$ cat config.mk
export PLATFORM = sky130hd
export DESIGN_NAME = csf_flag_reg
export DESIGN_NICKNAME = d
export VERILOG_FILES = /design/src/csf_pkg.sv /design/src/csf_flag_reg.sv /design/src/csf_irq_gate.sv
export SDC_FILE = /design/constraint.sdc
export NUM_CORES = 1
export LEC_CHECK = 0
export BUFFER_PORTS_ARGS = -buffer_cell sky130_fd_sc_hd__buf_2
export CAP_MARGIN = 20
export CORE_MARGIN = 1.5
export CORE_UTILIZATION = 31
export CTS_BUF_LIST = sky130_fd_sc_hd__clkbuf_4 sky130_fd_sc_hd__clkbuf_8 sky130_fd_sc_hd__clkbuf_16
export CTS_CLUSTER_DIAMETER = 100
export DETAILED_ROUTE_END_ITERATION = 16
export GPL_ROUTABILITY_DRIVEN = 0
export PLACE_DENSITY_LB_ADDON = 0.05
export SLEW_MARGIN = 40
export SYNTH_ARGS = -nofsm -noshare
export SYNTH_HDL_FRONTEND = slang
export SYNTH_SLANG_ARGS = --single-unit
export TNS_END_PERCENT = 10
$ cat constraint.sdc
create_clock -name mclk -period 1.2 [get_ports mclk]
set_clock_uncertainty 0.1 [all_clocks]
set_input_delay 0.12 -clock mclk [delete_from_list [all_inputs] [get_ports mclk]]
set_output_delay 0.12 -clock mclk [all_outputs]
set_load 0.02 [all_outputs]
$ cat src/csf_pkg.sv
// Operation
// [RULE1] Carry flag keeps ALU carry, borrow, shift-out.
// [RULE2] Software always writes the trace bit as zero.
// [RULE3] Zero flag set on zero result, else cleared.
// [RULE4] Sign flag set on negative result, else cleared.
// [RULE5] Bank bit selects register bank 0 or 1.
// [RULE6] Overflow flag follows overflow of each operation.
// [RULE7] Mask gate zero refuses all maskable interrupts.
// [RULE8] Any interrupt acknowledge clears the mask gate.
// [RULE9] Stack bit picks handler or task stack.
// [RULE10] Hardware acknowledge or low trap clears stack bit.
// [RULE11] Priority level field is three bits, 0 to 7.
// [RULE12] Accept only priority strictly above current level.
// [RULE13] Reserved bit written zero, read value is meaningless.
// [RULE14] State word is eleven bits of current state.
// [RULE15] Unaffected flags keep their previous values.

package csf_pkg;

  // ***************************************************************
  // State word layout
  // ***************************************************************
  localparam int WORD_W = 11;
  localparam int WR_W = 12;
  localparam int POS_CARRY = 0;
  localparam int POS_TRACE = 1;
  localparam int POS_ZERO = 2;
  localparam int POS_SIGN = 3;
  localparam int POS_BANK = 4;
  localparam int POS_OVF = 5;
  localparam int POS_MASK = 6;
  localparam int POS_STACK = 7;
  localparam int POS_IPL_LO = 8;
  localparam int POS_IPL_HI = 10;
  localparam int POS_RSVD = 11;
  localparam int IPL_W = 3;
  localparam logic [WORD_W-1:0] WORD_RST = 11'h000;

  // ***************************************************************
  // Result and trap constants
  // ***************************************************************
  localparam int POS_BYTE_MSB = 7;
  localparam int POS_WORD_MSB = 15;
  localparam logic [5:0] TRAP_LOW_MAX = 6'h1F;
  localparam logic [15:0] RESULT_ZERO = 16'h0000;
  localparam logic [7:0] BYTE_ZERO = 8'h00;

  // Result of one ALU operation with its flag update mask.
  typedef struct packed {
    logic upd_c;
    logic upd_z;
    logic upd_s;
    logic upd_o;
    logic carry;
    logic ovf;
    logic word_op;
    logic [15:0] result;
  } csf_alu_t;

  // One pending maskable interrupt request.
  typedef struct packed {
    logic req;
    logic [IPL_W-1:0] prio;
  } csf_irq_t;

endpackage : csf_pkg

$ cat src/csf_flag_reg.sv
`timescale 1ns/1ps

module csf_flag_reg (
  input wire logic mclk, // CPU clock.
  input wire logic resetn, // Core reset, active low.
  input wire logic wr_en, // Instruction writes the state word.
  input wire logic [csf_pkg::WR_W-1:0] wr_data, // Written value, reserved bit on top.
  input wire csf_pkg::csf_alu_t alu_in, // ALU result and flag mask.
  input wire csf_pkg::csf_irq_t irq_in, // Maskable interrupt request.
  input wire logic hw_ack, // Hardware interrupt acknowledged.
  input wire logic sw_trap_en, // Software interrupt instruction executed.
  input wire logic [5:0] sw_trap_num, // Software interrupt number.
  output logic [csf_pkg::WORD_W-1:0] cpu_state_word, // Current state word.
  output logic rsvd_rd, // Reserved bit read value.
  output logic bank_sel, // Register bank select.
  output logic task_stack_sel, // High selects the task stack pointer.
  output logic [csf_pkg::IPL_W-1:0] cpu_priority_level, // Current level.
  output logic irq_accept // Request accepted, registered.
);

  // ***************************************************************
  // Declarations
  // ***************************************************************
  logic [csf_pkg::WORD_W-1:0] word_q;
  logic [csf_pkg::WORD_W-1:0] word_d;
  logic rsvd_q;
  logic rsvd_d;
  logic accept_q;
  logic accept_d;
  logic zero_w;
  logic sign_w;
  logic trap_low_w;
  logic eligible_w;

  // ***************************************************************
  // Result decode
  // ***************************************************************

  // Zero and sign follow the operand size of the operation.
  // A byte operation looks only at the low result byte, so stale upper bits cannot leak in.
  always_comb
  begin
    if (alu_in.word_op)
    begin
      zero_w = (alu_in.result == csf_pkg::RESULT_ZERO); // [RULE3]
      sign_w = alu_in.result[csf_pkg::POS_WORD_MSB]; // [RULE4]
    end
    else
    begin
      zero_w = (alu_in.result[7:0] == csf_pkg::BYTE_ZERO); // [RULE3]
      sign_w = alu_in.result[csf_pkg::POS_BYTE_MSB]; // [RULE4]
    end
    trap_low_w = sw_trap_en && (sw_trap_num <= csf_pkg::TRAP_LOW_MAX); // [RULE10]
  end

  // ***************************************************************
  // Interrupt acceptance
  // ***************************************************************

  // The gate compares the request against the live mask and level.
  csf_irq_gate i_csf_irq_gate (
    .mask_gate(word_q[csf_pkg::POS_MASK]),
    .cpu_priority_level(word_q[csf_pkg::POS_IPL_HI:csf_pkg::POS_IPL_LO]),
    .irq_in(irq_in),
    .eligible(eligible_w)
  );

  // ***************************************************************
  // State word next value
  // ***************************************************************

  // A write replaces the word, otherwise only masked ALU flags move.
  // Acknowledge clears the gate and stack bits last, so it wins.
  always_comb
  begin
    word_d = word_q; // [RULE15]
    rsvd_d = 1'b0; // [RULE13]
    accept_d = eligible_w; // [RULE7] [RULE12]
    if (wr_en)
    begin
      word_d = wr_data[csf_pkg::WORD_W-1:0]; // [RULE14]
    end
    else
    begin
      if (alu_in.upd_c)
      begin
        word_d[csf_pkg::POS_CARRY] = alu_in.carry; // [RULE1]
      end
      if (alu_in.upd_z)
      begin
        word_d[csf_pkg::POS_ZERO] = zero_w; // [RULE3]
      end
      if (alu_in.upd_s)
      begin
        word_d[csf_pkg::POS_SIGN] = sign_w; // [RULE4]
      end
      if (alu_in.upd_o)
      begin
        word_d[csf_pkg::POS_OVF] = alu_in.ovf; // [RULE6]
      end
    end
    if (hw_ack || sw_trap_en)
    begin
      word_d[csf_pkg::POS_MASK] = 1'b0; // [RULE8]
    end
    if (hw_ack || trap_low_w)
    begin
      word_d[csf_pkg::POS_STACK] = 1'b0; // [RULE10]
    end
  end

  // Registers of the state word and the accept flag.
  always_ff @(posedge mclk or negedge resetn)
  begin
    if (!resetn)
    begin
      word_q <= csf_pkg::WORD_RST;
      rsvd_q <= 1'b0;
      accept_q <= 1'b0;
    end
    else
    begin
      word_q <= word_d;
      rsvd_q <= rsvd_d;
      accept_q <= accept_d;
    end
  end

  // ***************************************************************
  // Outputs
  // ***************************************************************

  // All outputs are taken straight from the registers.
  // The selects are slices of the word register, so they never glitch.
  assign cpu_state_word = word_q; // [RULE14]
  assign rsvd_rd = rsvd_q; // [RULE13]
  assign bank_sel = word_q[csf_pkg::POS_BANK]; // [RULE5]
  assign task_stack_sel = word_q[csf_pkg::POS_STACK]; // [RULE9]
  assign cpu_priority_level = word_q[csf_pkg::POS_IPL_HI:csf_pkg::POS_IPL_LO]; // [RULE11]
  assign irq_accept = accept_q;
endmodule : csf_flag_reg

$ cat src/csf_irq_gate.sv
`timescale 1ns/1ps

module csf_irq_gate (
  input wire logic mask_gate, // Maskable interrupt enable bit.
  input wire logic [csf_pkg::IPL_W-1:0] cpu_priority_level, // Current level.
  input wire csf_pkg::csf_irq_t irq_in, // Pending request.
  output logic eligible // Request may be accepted.
);

  // A request passes only when enabled and strictly above the level.
  always_comb
  begin
    eligible = irq_in.req && mask_gate && (irq_in.prio > cpu_priority_level); // [RULE7] [RULE12]
  end

endmodule : csf_irq_gate

# Word level (Yosys, flattened, before mapping)
# Cells that the tools add are included.
# Widths: inputs -> output; s select.
# totals
input_bits	50
wordCells	35
reg_bits	12
# classes
reduce_logical	13
n_mux	12
magnitude_cmp	2
# ops
cell	count
$logic_not 16->1	1
$reduce_bool 2->1	6
$mux 1	10
$logic_not 8->1	1
$le 6x5->1 const B	1
$mux 2	2
$gt 3x3->1	1
$logic_and 1x1->1	3
$logic_or 1x1->1	2

# Depth between registers and ports, before layout
# logic_depth
word_depth	4
ltp_mapped	5

# Cells and area by module
# A second synthesis with hierarchy kept.
# hier_totals
cells_unflattened	61
area_unflattened_um2	705.7
# by_module_without_submodules
mod	area_each_um2	seq_area_each_um2	n_inst	cells_per_inst
csf_flag_reg	629.4	300.3	1	51
csf_irq_gate	76.3	0.0	1	10

# Worst setup path before layout
# Ideal clock, no wire load.
# synth_path
path_type	register to register
from	reg word_q, in the netlist cpu_state_word[9]
to	reg accept_q, in the netlist irq_accept
setup_time_ps	124
synth_period_minus_slack_ps	1342
t_required_ps	976
path_stages_with_launch	6
setup_slack_ps	-142
arrival_time_ps	1118
cell_sequence	dfrtp_1 > inv_1 > ha_1 > nor2b_1 > o21ai_0 > a21oi_1
# synth_via
elab_chain_cells	2
# synth_lines
item	line	text
start, declared	csf_flag_reg.sv:24	logic [csf_pkg::WORD_W-1:0] word_q;
start signal, assigned	csf_flag_reg.sv:117	word_q <= csf_pkg::WORD_RST;
start signal, assigned	csf_flag_reg.sv:123	word_q <= word_d;
$gt 3x3->1	csf_irq_gate.sv:13	eligible = irq_in.req && mask_gate && (irq_in.prio > cpu_priority_level);
$logic_and 1x1->1	csf_irq_gate.sv:13	
net accept_d	csf_flag_reg.sv:29	logic accept_d;
end signal, assigned	csf_flag_reg.sv:125	accept_q <= accept_d;
end, declared	csf_flag_reg.sv:28	logic accept_q;
# The timed path passes the listed nets, and every way through them passes these cells.
# A chain may end at the register's enable or synchronous reset.

# Final worst setup path
# Same ends and word-level chain as after synthesis.

==> reports/results.ini <==
[route]
vias_after_detailed_routing = 711
antenna_left = 0
drt-vias-per-instance = 4.44
drt-total-wl_microns = 1650
route.detailed.wl_per_inst_microns = 10.3
dr.first_iter.drc_count = 5
drc = 0
first_pass_iters = 2

[floorplanning]
die_x_microns = 50.1
pin_count = 68
row_count = 16
initial_utilization_pct = 34.0
coreArea_sq_um = 2020
fp.dieArea_sq_um = 2510
die_h_microns = 50.1

[logic_synthesis]
synthFlopType = sky130_fd_sc_hd__dfrtp_1
synth.cells.most_frequent = sky130_fd_sc_hd__dfrtp_1, sky130_fd_sc_hd__buf_4, sky130_fd_sc_hd__mux2i_1, sky130_fd_sc_hd__o21ai_0
top_cell_type_s_share_of_synthesized_area_pct = 43.7
most_frequently_used_cell_type_in_the_post_synthesis_netlist = sky130_fd_sc_hd__dfrtp_1
post-synth-top-area-cell = sky130_fd_sc_hd__dfrtp_1
synth_seq_area_share_pct = 43.7
synthesis.instances = 65
async_flop_share_pct = 100
post_synth_instance_area_sq_um = 687
syn_area_per_cell_sq_um = 10.6
synth_fp_nets = 118
synth.yosys.warnings = 0
synth-seq-cells = 12
synth_cell_types = 23
synth-edff-count = 0
ys_top_cells_by_area = sky130_fd_sc_hd__dfrtp_1, sky130_fd_sc_hd__buf_4, sky130_fd_sc_hd__mux2i_1

[power_and_ir_drop]
leakagePower_nw = 0.600
power.ir.vdd_worst_v = 0.000787
power.combinational.fraction_pct = 31.4
power_frac_clock_pct = 26.0
power-per-cell-area_nw_per_um2 = 931
cellInternalPower_uw = 757
p_sw_uw = 312
p_sw_share_pct = 29.2
seqPwrFrac_pct = 42.6

[global_routing]
grt_util_met1_pct = 14.4
grt_start_max_net_pins = 19
globalRouteTotalUtil_pct = 13.4
grt_antenna_before_repair = 0
busiest_layer = met2
globalRouteMet2Util_pct = 23.9
met3_usage_pct = 5.76
grt_pass1_wl_microns = 2550
global_route_total_overflow = 0
grt_pass1_vias = 640

[clocking]
clock_tree.root_cell = sky130_fd_sc_hd__clkbuf_4
max_clock_buf_depth = 2
clock_sinks = 12
number_of_cts_inserted_buffers = 3
ctsHtreeMaxLevel = 1
tritoncts = done
postCtsSetupBuffers = 0
clk-insertion-delay-late_ns = 0.27
clkTransAtPathRegs_ns = 0.07

[final_layout]
count_of_non_filler_cells_in_the_finished_layout = 160
nFillCells = 195
stdcell_area_sq_um = 1150
final_nets = 187
seq_area_sq_um = 303
antenna-diode-count = 0
area_growth_pct = 67.2
multiInputGateArea_sq_um = 337
layout-drive-gt1-share_pct = 58.6

[place]
placed_cells_incl_taps = 143
io_buffer_count = 60
placement.cell_area_sq_um = 961
pre_cts_ws_ns = 0.0138
post-dp-hpwl_microns = 1230

[sta]
timing.final.crit_period_ns = 1.19
rsz0062_at_grt = yes
finalSetupViolCount = 0
timing_hold_violations_final = 0
final.setup.tns_ns = 0
final.period_utilization_pct = 99.2
final_critical_path_setup_slack_ns = 0.00964
finalMaxSlewViolations = 0
achievable-frequency_ghz = 0.840

[min_path]
type_of_the_tightest_min_delay_check = input pin to flip-flop
min_delay_src = alu_in[5]

[setup_path]
worst_ep_arrival_time_ns = 1.25
cpPeakStageDelay_ns = 0.41
critPathBufInv = 1
crit_path_top_delay_cell = sky130_fd_sc_hd__dfrtp_2
crit_fanout = 3
reg2reg_from = cpu_state_word[9]
crit_type = flip-flop to flip-flop
path_delay_family = flip-flops
crit_path_cell_trace = inv_2 > ha_4 > nor2b_4 > o21ai_2 > a21oi_2
cp_data_required_time_ns = 1.26
crit_path_start = cpu_state_word[9]
type_of_element_capturing_the_critical_path = flip-flop
worst_setup_path_start_kind = flip-flop

[job]
cap_viol_max_count = 0

[outcome]
status = completed

-- state kept, by name (all words and copies together), names as in the netlist --
| name | flops |
|---|---|
| irq_accept | 1 |
| cpu_state_word | 11 |
-- logic make-up after synthesis --
group | Yosys count | share of synthesized area (%)
fa+ha+maj | 3 | 5.47
buf+inv | 13 | 13.1
mux | 8 | 12.2
other cells | 1 | 0.546
flops | 12 | 43.7
simple gates | 17 | 14.8
compound gates | 11 | 10.2
-- final timing paths --
check | end | slack, ns | cells after the start
worst max-delay path | irq_accept | 0.01 | 5
worst min-delay path | cpu_state_word[2] | 0.01 | 3
worst max register to register | irq_accept | 0.01 | 5
worst min register to register | cpu_state_word[2] | 0.42 | 2
max in group asynchronous | cpu_state_word[10] | 0.60 | 2
min in group asynchronous | cpu_state_word[9] | 0.16 | 2
-- through the flow --
step	utilization, %	total power [mW]	hold slack (ns)
finish	56.8	1.07	0.0141
global route	56.8	1.15	0.0123
CTS	55.4	1.07	0.00479
detailed placement	47.5	0.748	-0.0787
global placement	47.5	0.743	-0.0776
floorplan	-	0.638	-0.276
-- worst register-to-register path, stage by stage (launching register included) --
cell and delay [ns]:
sky130_fd_sc_hd__dfrtp_2 0.41, sky130_fd_sc_hd__inv_2 0.07, sky130_fd_sc_hd__ha_4 0.19, sky130_fd_sc_hd__nor2b_4 0.12
sky130_fd_sc_hd__o21ai_2 0.13, sky130_fd_sc_hd__a21oi_2 0.06
-- routing by layer --
| metal | wire length (microns) | up-vias | part of all wire, % |
|---|---|---|---|
| met2 | 879 | 32 | 53 |
| met5 | 0 | - | 0 |
| met3 | 134 | 0 | 8.1 |
| met4 | 0 | 0 | 0 |
| li1 | - | 359 | - |
| met1 | 631 | 320 | 38 |
-- power by group through the flow --
stage	clock, mW	combinational [mW]	sequential [mW]
after floorplan	0	0.135	0.503
after detailed placement	0	0.285	0.463
after CTS	0.296	0.318	0.455
after global placement	0	0.281	0.462
final	0.278	0.335	0.455
after global routing	0.321	0.369	0.459
-- final cells by class --
type                    count  share of cell area (%)
clock buffers               4                    2.61
inverters                   4                    1.31
multi-input cells          40                    29.3
flip-flops and latches     12                    26.4
well taps                  27                    2.94
repair buffers             73                    37.5
-- layout by cell type (no fill, tap or decap), types with 2 or more instances in the layout --
cell / synthesis / final
sky130_fd_sc_hd__clkbuf_4: 0 / 4
sky130_fd_sc_hd__o21ai_0: 5 / 4
sky130_fd_sc_hd__nor4_1: 2 / 2
sky130_fd_sc_hd__nor4_2: 2 / 2
sky130_fd_sc_hd__dlygate4sd3_1: 0 / 13
sky130_fd_sc_hd__mux2_2: 3 / 3
sky130_fd_sc_hd__buf_2: 0 / 60
sky130_fd_sc_hd__nor2_1: 2 / 2
sky130_fd_sc_hd__ha_4: 0 / 2
sky130_fd_sc_hd__mux2i_1: 5 / 5
sky130_fd_sc_hd__nand3_1: 2 / 2
sky130_fd_sc_hd__nor3_1: 2 / 2
sky130_fd_sc_hd__dfrtp_1: 12 / 10
sky130_fd_sc_hd__dfrtp_2: 0 / 2
sky130_fd_sc_hd__nand2_1: 4 / 4
sky130_fd_sc_hd__inv_1: 4 / 3
-- what timing repair did --
item                                    in CTS  in global routing
endpoints found under the setup margin       0                  1
hold buffers                                13                  0
resized for setup                            0                  5
endpoints found under the hold margin       24                  0
Note: power is estimated with default switching activity, not from simulation.
